`config.mk`:
```
export PLATFORM = sky130hd
export DESIGN_NAME = dpgc_top
export DESIGN_NICKNAME = d
export VERILOG_FILES = /design/src/dpgc_top.v /design/src/dpgc_sync2.v /design/src/dpgc_card_pad.v
export VERILOG_INCLUDE_DIRS = /design/src
export SDC_FILE = /design/constraint.sdc
export NUM_CORES = 1
export LEC_CHECK = 0
export BUFFER_PORTS_ARGS = -buffer_cell sky130_fd_sc_hd__buf_2
export CORE_MARGIN = 2
export CORE_UTILIZATION = 46
export CTS_CLUSTER_DIAMETER = 100
export DETAILED_ROUTE_END_ITERATION = 16
export PLACE_DENSITY = 0.79
export SETUP_SLACK_MARGIN = 0.15
export SYNTH_ARGS = -nofsm -noshare
export SYNTH_HDL_FRONTEND = slang
export SYNTH_SLANG_ARGS = --single-unit
```
`constraint.sdc`:
```
create_clock -name clk_sys_i -period 2.18 [get_ports clk_sys_i]
set_clock_uncertainty 0.1 [all_clocks]
set_input_delay 0.436 -clock clk_sys_i [delete_from_list [all_inputs] [get_ports clk_sys_i]]
set_output_delay 0.436 -clock clk_sys_i [all_outputs]
set_load 0.03 [all_outputs]
```
`src/dpgc_defs.vh`:
```
// Constants for the dedicated-pin and card-pin GPIO control block.
// Included by the top design file of the block; holds definitions only.
`ifndef DPGC_DEFS_VH
`define DPGC_DEFS_VH

`define DPGC_ADDR_W 12
`define DPGC_SEL_OFF 12'h064
`define DPGC_DIR_OFF 12'h068

`define DPGC_SEL_RW_MASK 32'h003f00ff
`define DPGC_SEL_RESET 32'h000000df
`define DPGC_DIR_RW_MASK 32'h000000ff
`define DPGC_DIR_RESET 32'h00000000

`define DPGC_SUSP_BIT 21
`define DPGC_WAKE_MSB 19
`define DPGC_WAKE_LSB 16
`define DPGC_DED_MSB 7
`define DPGC_DED_LSB 0
`define DPGC_DIR_MSB 7
`define DPGC_DIR_LSB 0

`define DPGC_RESP_OKAY 2'b00
`define DPGC_RESP_SLVERR 2'b10

`endif

```
`src/dpgc_top.v`:
```
// Dedicated-pin GPIO select and card-pin direction control, AXI4-Lite slave.
// Assumes the card-pin GPIO mode select and the pin data registers live elsewhere
// on the same clock; card pad inputs arrive asynchronously from the pads.
//
// Behaviour
// Select register at 0x64; bits 31:22 and 15:8 read zero.
// Bit 21 puts the suspend pin into GPIO mode; resets to zero.
// Bits 19:16 put each wake pin into GPIO mode; reset to zero.
// Bits 7:0 put each dedicated pin into GPIO mode; reset 8'hdf; dedicated_pins_gpio_o holds 8'h00 while reset is held.
// Direction register at 0x68; bits 7:0 read-write reset zero, rest zero.
// Direction bits 7:4 steer card data pins 7:4 in GPIO mode.
// Direction bits 3:0 steer card data pins 3:0 in GPIO mode.
// GPIO mode with direction zero: pin is an input, not driven.
// GPIO mode with direction one: pin is driven as output.
// Outside GPIO mode the direction bit has no effect on the pin.
// Writes change only read-write bits; reads show zeros elsewhere.
// Driver enabled only in GPIO mode with direction one, else function's enable.
`timescale 1ns/100ps
`include "dpgc_defs.vh"
module dpgc_top #(
  parameter CARD_W = 8
) (
  input wire clk_sys_i,
  input wire sys_rst_i,
  input wire [11:0] s_axil_awaddr_i,
  input wire [2:0] s_axil_awprot_i,
  input wire s_axil_awvalid_i,
  output reg s_axil_awready_o,
  input wire [31:0] s_axil_wdata_i,
  input wire [3:0] s_axil_wstrb_i,
  input wire s_axil_wvalid_i,
  output reg s_axil_wready_o,
  output reg [1:0] s_axil_bresp_o,
  output reg s_axil_bvalid_o,
  input wire s_axil_bready_i,
  input wire [11:0] s_axil_araddr_i,
  input wire [2:0] s_axil_arprot_i,
  input wire s_axil_arvalid_i,
  output reg s_axil_arready_o,
  output reg [31:0] s_axil_rdata_o,
  output reg [1:0] s_axil_rresp_o,
  output reg s_axil_rvalid_o,
  input wire s_axil_rready_i,
  output reg suspend_domain_pin_gpio_o,
  output reg [3:0] wake_input_pins_gpio_o,
  output reg [7:0] dedicated_pins_gpio_o,
  input wire [CARD_W-1:0] card_data_gpio_mode_i,
  input wire [CARD_W-1:0] card_data_gpio_dout_i,
  input wire [CARD_W-1:0] card_data_func_out_i,
  input wire [CARD_W-1:0] card_data_func_oe_i,
  input wire [CARD_W-1:0] card_data_pad_i,
  output wire [CARD_W-1:0] card_data_pad_o,
  output wire [CARD_W-1:0] card_data_pad_oe_o,
  output wire [CARD_W-1:0] card_data_din_o
);

  ////////////////////////////////////////////////////////////////////////////////
  // Register storage.

  reg [31:0] sel_reg;
  reg [31:0] sel_next;
  reg [31:0] dir_reg;
  reg [31:0] dir_next;

  ////////////////////////////////////////////////////////////////////////////////
  // Write channel: address and data are caught independently, then committed.

  reg aw_held_reg;
  reg w_held_reg;
  reg [11:0] awaddr_reg;
  reg [31:0] wdata_reg;
  reg [3:0] wstrb_reg;
  wire wr_commit;
  wire [31:0] byte_mask;
  wire [11:0] wr_word;
  wire wr_sel_hit;
  wire wr_dir_hit;

  assign wr_commit = aw_held_reg && w_held_reg && !s_axil_bvalid_o;
  assign byte_mask = {{8{wstrb_reg[3]}}, {8{wstrb_reg[2]}},
                      {8{wstrb_reg[1]}}, {8{wstrb_reg[0]}}};
  // Low address bits are dropped so any byte address in a word selects it.
  assign wr_word = {awaddr_reg[11:2], 2'b00};
  assign wr_sel_hit = (wr_word == `DPGC_SEL_OFF);
  assign wr_dir_hit = (wr_word == `DPGC_DIR_OFF);

  always @(posedge clk_sys_i) begin
    if (sys_rst_i) begin
      s_axil_awready_o <= 1'b1;
      s_axil_wready_o <= 1'b1;
      aw_held_reg <= 1'b0;
      w_held_reg <= 1'b0;
      awaddr_reg <= 12'h000;
      wdata_reg <= 32'h00000000;
      wstrb_reg <= 4'h0;
      s_axil_bvalid_o <= 1'b0;
      s_axil_bresp_o <= `DPGC_RESP_OKAY;
    end else begin
      if (s_axil_awvalid_i && s_axil_awready_o) begin
        aw_held_reg <= 1'b1;
        awaddr_reg <= s_axil_awaddr_i;
        s_axil_awready_o <= 1'b0;
      end else if (s_axil_bvalid_o && s_axil_bready_i) begin
        s_axil_awready_o <= 1'b1;
      end
      if (s_axil_wvalid_i && s_axil_wready_o) begin
        w_held_reg <= 1'b1;
        wdata_reg <= s_axil_wdata_i;
        wstrb_reg <= s_axil_wstrb_i;
        s_axil_wready_o <= 1'b0;
      end else if (s_axil_bvalid_o && s_axil_bready_i) begin
        s_axil_wready_o <= 1'b1;
      end
      if (wr_commit) begin
        aw_held_reg <= 1'b0;
        w_held_reg <= 1'b0;
        s_axil_bvalid_o <= 1'b1;
        s_axil_bresp_o <= (wr_sel_hit || wr_dir_hit) ? `DPGC_RESP_OKAY : `DPGC_RESP_SLVERR;
      end else if (s_axil_bvalid_o && s_axil_bready_i) begin
        s_axil_bvalid_o <= 1'b0;
      end
    end
  end

  ////////////////////////////////////////////////////////////////////////////////
  // Register update with byte strobes; read-only positions never store.

  always @* begin
    sel_next = sel_reg;
    dir_next = dir_reg;
    if (wr_commit && wr_sel_hit) begin
      sel_next = ((sel_reg & ~byte_mask) | (wdata_reg & byte_mask))
                 & `DPGC_SEL_RW_MASK;
    end
    if (wr_commit && wr_dir_hit) begin
      dir_next = ((dir_reg & ~byte_mask) | (wdata_reg & byte_mask))
                 & `DPGC_DIR_RW_MASK;
    end
  end

  always @(posedge clk_sys_i) begin
    if (sys_rst_i) begin
      sel_reg <= `DPGC_SEL_RESET;
      dir_reg <= `DPGC_DIR_RESET;
    end else begin
      sel_reg <= sel_next;
      dir_reg <= dir_next;
    end
  end

  ////////////////////////////////////////////////////////////////////////////////
  // Read channel: one cycle from address acceptance to data.

  wire [11:0] rd_word;
  assign rd_word = {s_axil_araddr_i[11:2], 2'b00};

  always @(posedge clk_sys_i) begin
    if (sys_rst_i) begin
      s_axil_arready_o <= 1'b1;
      s_axil_rvalid_o <= 1'b0;
      s_axil_rdata_o <= 32'h00000000;
      s_axil_rresp_o <= `DPGC_RESP_OKAY;
    end else if (s_axil_arvalid_i && s_axil_arready_o) begin
      s_axil_arready_o <= 1'b0;
      s_axil_rvalid_o <= 1'b1;
      if (rd_word == `DPGC_SEL_OFF) begin
        s_axil_rdata_o <= sel_reg & `DPGC_SEL_RW_MASK;
        s_axil_rresp_o <= `DPGC_RESP_OKAY;
      end else if (rd_word == `DPGC_DIR_OFF) begin
        s_axil_rdata_o <= dir_reg & `DPGC_DIR_RW_MASK;
        s_axil_rresp_o <= `DPGC_RESP_OKAY;
      end else begin
        s_axil_rdata_o <= 32'h00000000;
        s_axil_rresp_o <= `DPGC_RESP_SLVERR;
      end
    end else if (s_axil_rvalid_o && s_axil_rready_i) begin
      s_axil_rvalid_o <= 1'b0;
      s_axil_arready_o <= 1'b1;
    end
  end

  ////////////////////////////////////////////////////////////////////////////////
  // Function selects for the suspend, wake and dedicated pins.

  always @(posedge clk_sys_i) begin
    if (sys_rst_i) begin
      suspend_domain_pin_gpio_o <= 1'b0;
      wake_input_pins_gpio_o <= 4'h0;
      dedicated_pins_gpio_o <= 8'h00;
    end else begin
      // One cycle behind the register so every output leaves a flop.
      suspend_domain_pin_gpio_o <= sel_reg[`DPGC_SUSP_BIT];
      wake_input_pins_gpio_o <= sel_reg[`DPGC_WAKE_MSB:`DPGC_WAKE_LSB];
      dedicated_pins_gpio_o <= sel_reg[`DPGC_DED_MSB:`DPGC_DED_LSB];
    end
  end

  ////////////////////////////////////////////////////////////////////////////////
  // Card data pins: direction bit n steers pin n, upper and lower halves alike.

  wire [CARD_W-1:0] card_dir;
  assign card_dir = dir_reg[CARD_W-1:0];

  dpgc_card_pad #(
    .WIDTH(CARD_W)
  ) u_card_pad (
    .clk_sys_i(clk_sys_i),
    .sys_rst_i(sys_rst_i),
    .gpio_mode_i(card_data_gpio_mode_i),
    .gpio_dir_i(card_dir),
    .gpio_dout_i(card_data_gpio_dout_i),
    .func_out_i(card_data_func_out_i),
    .func_oe_i(card_data_func_oe_i),
    .pad_o(card_data_pad_o),
    .pad_oe_o(card_data_pad_oe_o)
  );

  // Pad levels are asynchronous; they are only seen after two flops.
  dpgc_sync2 #(
    .WIDTH(CARD_W)
  ) u_card_sync (
    .clk_sys_i(clk_sys_i),
    .sys_rst_i(sys_rst_i),
    .async_i(card_data_pad_i),
    .sync_o(card_data_din_o)
  );

endmodule // dpgc_top

```
`src/dpgc_sync2.v`:
```
// Two-flop synchroniser for a bus of independent pad levels.
// Assumes each bit is a slow level; no word coherence across bits.
`timescale 1ns/100ps
module dpgc_sync2 #(
  parameter WIDTH = 8
) (
  input wire clk_sys_i,
  input wire sys_rst_i,
  input wire [WIDTH-1:0] async_i,
  output reg [WIDTH-1:0] sync_o
);

  reg [WIDTH-1:0] meta_reg;

  always @(posedge clk_sys_i) begin
    if (sys_rst_i) begin
      meta_reg <= {WIDTH{1'b0}};
      sync_o <= {WIDTH{1'b0}};
    end else begin
      meta_reg <= async_i;
      sync_o <= meta_reg;
    end
  end

endmodule // dpgc_sync2

```
`src/dpgc_card_pad.v`:
```
// Per-pin pad steering for the card data pins.
// Assumes mode, direction and function signals all come from the system clock domain.
`timescale 1ns/100ps
module dpgc_card_pad #(
  parameter WIDTH = 8
) (
  input wire clk_sys_i,
  input wire sys_rst_i,
  input wire [WIDTH-1:0] gpio_mode_i,
  input wire [WIDTH-1:0] gpio_dir_i,
  input wire [WIDTH-1:0] gpio_dout_i,
  input wire [WIDTH-1:0] func_out_i,
  input wire [WIDTH-1:0] func_oe_i,
  output reg [WIDTH-1:0] pad_o,
  output reg [WIDTH-1:0] pad_oe_o
);

  genvar i;
  generate
    for (i = 0; i < WIDTH; i = i + 1) begin : g_pin
      always @(posedge clk_sys_i) begin
        if (sys_rst_i) begin
          pad_o[i] <= 1'b0;
          pad_oe_o[i] <= 1'b0;
        end else if (gpio_mode_i[i]) begin
          // Direction one drives, zero leaves the pad as an input.
          pad_oe_o[i] <= gpio_dir_i[i];
          pad_o[i] <= gpio_dout_i[i];
        end else begin
          // The direction bit is ignored outside GPIO mode.
          pad_oe_o[i] <= func_oe_i[i];
          pad_o[i] <= func_out_i[i];
        end
      end
    end
  endgenerate

endmodule // dpgc_card_pad

```
# Word level (Yosys, flattened, before mapping)
# Index checks and enable logic that the tools add are counted.
[totals]
register_bits = 147
out_inout_bits = 78
[op_classes]
mux = 30
reduce_logical = 16
bitwise = 6
n_eq_ne = 4
[ops]
columns = ["operator", "n"]
rows = [
  ["$and 22x22->22", 2],
  ["$eq 10x5->1 const B", 4],
  ["$mux 1", 25],
  ["$mux 22", 1],
  ["$not 22->22", 1],
  ["$or 22x22->22", 1],
  ["$logic_and 1x1->1", 9],
  ["$and 8x8->8", 1],
  ["$mux 8", 1],
  ["$or 8x8->8", 1],
  ["$reduce_bool 2->1", 4],
  ["$mux 2", 3],
  ["$reduce_or 2->1", 1],
  ["$logic_not 1->1", 1],
  ["$logic_or 1x1->1", 1],
]

# Depth between registers and ports, before layout
[depth]
depth_word = 3
ltp_mapped = 6
depth_no_buf = 4

# By module
# A second synthesis with hierarchy kept.
[hier_totals]
hier_cells = 427
hier_area_um2 = 4235.3
[modules_own_cells]
columns = ["mod", "instances", "cells_per_inst", "area_per_inst_um2"]
rows = [
  ["dpgc_top", 1, 344, 3174.3],
  ["dpgc_card_pad", 1, 50, 596.8],
  ["dpgc_sync2", 1, 33, 464.2],
]

# Worst setup path after synthesis
# No wires, ideal clock.
[synth_path]
path_type = "register to register"
from = "reg s_axil_bvalid_o"
to = "reg with a tool-made name"
stages_incl_launch_ff = 7
t_required_ns = 1.960
arrival_time_ns = 1.626
setup_time_ns = 0.120
path_slack_ns = 0.334
path_cell_list = "dfxtp_1 -> and3b_1 -> clkbuf_1 -> and4_1 -> buf_4 -> nor2b_1 -> a211o_1"
[synth_lines]
columns = ["item", "line", "text"]
rows = [
  ["start: declaration", "dpgc_top.v:34", "output reg s_axil_bvalid_o,"],
  ["start signal: assignment", "dpgc_top.v:96", "s_axil_bvalid_o <= 1'b0;"],
  ["start signal: assignment", "dpgc_top.v:117", "s_axil_bvalid_o <= 1'b1;"],
  ["start signal: assignment", "dpgc_top.v:120", "s_axil_bvalid_o <= 1'b0;"],
]

==> impl_metrics.yaml <==
clock_network:
  clock_tree.htree_level_count: 4
  cts-resized-gates: 0
  path_clk_slew_ns: 0.05
  ctsHoldBuffers: 0
  clock_latency_ns: 0.49
  ctsLongestPathBuffers: 2
  clock-root-buffer: "clkbuf_8"
  clock_tree_from_tritoncts: "done"
  post-cts-setup-buffer-count: 0
  tritoncts_buffer_count: 17
  cts.sink_count: 116
worst_setup_path:
  rr_worst_depth: 5
  path_class: "reg2reg"
  worstReg2RegStart: "awaddr_reg[8]"
  critical_path.startpoint_type: "flip-flop"
  cp_data_required_time_ns: 2.46
  end_kind: "flip-flop"
  timing.reg2reg.setup_slack_ns: 0.42
  arrival_ns: 2.04
  timing.critical_path.fanout_max: 15
routing:
  num_vias: 3351
  first_pass_iters: 4
  viasPerCell: 4.849
  post_drt_wl_per_cell_um: 13.27
  detail_route.drc_violations: 0
  detail-route-antenna-nets: 0
  drt-total-wl_mm: 9.169
  detailedRoute.firstIterationViolations: 123
logic_synthesis:
  synthArstFlopShare_pct: 0
  yosys.cell_types.count: 32
  synth_top_area_share_pct: 55.97
  synth_flop_cell: "dfxtp_1"
  synthesis.area_per_instance_um2: 9.694
  synth_enable_flop_cells: 0
  post_synth_instance_area_um2: 4149
  synth_warnings: 0
  instance_count_of_the_mapped_netlist: 428
  synth_top_cell_by_area: "dfxtp_1"
  synth-seq-area-share_pct: 55.97
  synth_area_leaders: "dfxtp_1 (56%), mux2i_1 (7.5%), nand2_1 (5.5%)"
  postSynthRegisterBits: 116
power:
  max-vdd-ir-drop_mv: 0.5032
  static-leakage-power_nw: 2.592
  power.density_nw_per_um2: 975.1
  power_mw: 5.323
place:
  portBuffers: 140
  dp_hpwl_mm: 6.320
  gp_routability_congestion: 0.7780
  dpl-instance-area_um2: 4888
  place_ws_ns: 0.1614
layout:
  final.fill_count: 732
  area_growth_syn_to_layout_pct: 31.57
  finalNetCount: 684
  ant_diodes: 0
  design_area_um2: 5459
  post_route_cells_drive_above_1_share_pct: 31.73
floorplan:
  die_x_um: 98.97
  fp.dieH_um: 98.97
  core_region_area_um2: 8721
  floorplan.initialDensity_pct: 47.58
  die_area_um2: 9795
  num_rows: 34
  io_pins: 191
global_route:
  vias_in_the_first_global_route: 3279
  grt-ovfl-total: 0
  antenna_found_initial: 0
  grt_max_degree: 58
  gr-usage-all-layers_pct: 19.25
  wire_length_of_the_first_global_routing_pass_mm: 14.97
sta:
  max_clock_freq_mhz: 568.7
  layout_worst_path_cycle_share_pct: 80.66
  tightest_slew_ns: 0.7644
  max_slew_margin_pct: 49.04
  slew_viol_final: 0
  hold_ws_ns: 0.05312
  timing.final.hold_violations: 0
  fin_tns_setup_ns: 0
  finalWorstPathRequiredPeriod_ns: 1.758
  finalWorstSetupSlack_ns: 0.4217
  grt_setup_unrepaired: "false"
  finalSetupViolations: 0
job:
  timing.max_cap.violations: 0
min_path:
  worst_hold_path_type: "in2reg"
  hold_path_endpoint: "u_card_sync.meta_reg[0]"
  holdCritStartpoint: "card_data_pad_i[0]"
  worstHoldPathCells: 2
outcome:
  outcome: "completed"
==> cell type report <==
type / instances / area [µm²] / share of cell area, %
clock buffer: 18 / 427.9 / 7.839
clock inverter: 13 / 135.1 / 2.475
inverter: 2 / 7.507 / 0.1375
multi-input combinational: 286 / 1643 / 30.09
sequential: 116 / 2322 / 42.54
tap: 108 / 135.1 / 2.475
timing repair buffer: 148 / 788.3 / 14.44
==> where the power goes <==
group          internal, mW  switching [mW]
clock network          1.64           0.941
logic                 0.166           0.321
registers              2.21          0.0411
==> cells in the mapped netlist, drive strengths merged (2+ instances only) <==
| cell | n |
|---|---|
| a211o | 7 |
| a21oi | 37 |
| a221oi | 8 |
| and2 | 3 |
| and3b | 4 |
| buf | 24 |
| clkbuf | 19 |
| dfxtp | 116 |
| inv | 2 |
| mux2i | 31 |
| nand2 | 61 |
| nand3 | 6 |
| nand4 | 3 |
| nor2 | 44 |
| nor2b | 36 |
| nor3 | 11 |
| nor4 | 3 |
| o21bai | 3 |
==> per-layer routing <==
metal	share of wire, %	vias to the layer above	global-route usage [%]
met1	41	1525	21.98
li1	-	1682	-
met3	7.1	13	7.021
met2	50	131	32.17
met5	0	-	0
met4	1.7	0	8.746
==> how the worst max path moves through the flow <==
stage                        from                 to  slack, ns  cells after the start
2_1_floorplan     s_axil_bvalid_o          flip-flop       0.33                      6
3_3_place_gp   s_axil_araddr_i[9]  s_axil_rdata_o[0]       0.22                      6
3_5_place_dp   s_axil_araddr_i[9]  s_axil_rdata_o[6]       0.16                      6
4_1_cts             awaddr_reg[8]          flip-flop       0.32                      4
5_1_grt             awaddr_reg[8]          flip-flop       0.22                      5
6_report            awaddr_reg[8]          flip-flop       0.42                      5
==> stage by stage <==
step,util (%),cells
2_1_floorplan,-,447
3_3_place_gp,56.05,659
3_5_place_dp,56.05,659
4_1_cts,62.51,690
5_1_grt,62.60,691
6_report,62.60,691
==> layout by cell type (no fill, tap or decap), drive strengths merged <==
master,count
and4,1
nor4,3
nand3,6
a211o,7
nor4b,1
bufinv,2
or4,1
dfxtp,116
clkinv,5
a221oi,8
inv,3
o21bai,3
o21ai,1
nand4,3
nand2b,1
nor2b,36
xor2,1
nor3,11
a21oi,37
nor2,44
nand4bb,1
buf,148
and4bb,1
mux2i,31
and2,3
clkbuf,18
conb,20
nand2,61
and3b,4
clkinvlp,5
xnor2,1
==> logic make-up (layout without fill, tap and decap cells) <==
kind of cell,count (synthesis),after routing,synth area share (%)
other,1,20,0.09038
muxes,31,31,7.479
AOI/OAI and AO/OA,56,56,8.293
DFF,116,116,55.97
xor gates and xnor gates,2,2,0.4223
and+or+nand+nor,177,177,21.59
buffers and inverters,45,181,6.152
==> critical path, cell delays in order (launching register included) <==
cell and delay [ns]:
dfxtp_1 0.32, nor4_2 0.44, and4_1 0.25, buf_4 0.21, nor2b_1 0.07, a211o_1 0.26
Note: power is estimated with default switching activity, not from simulation.
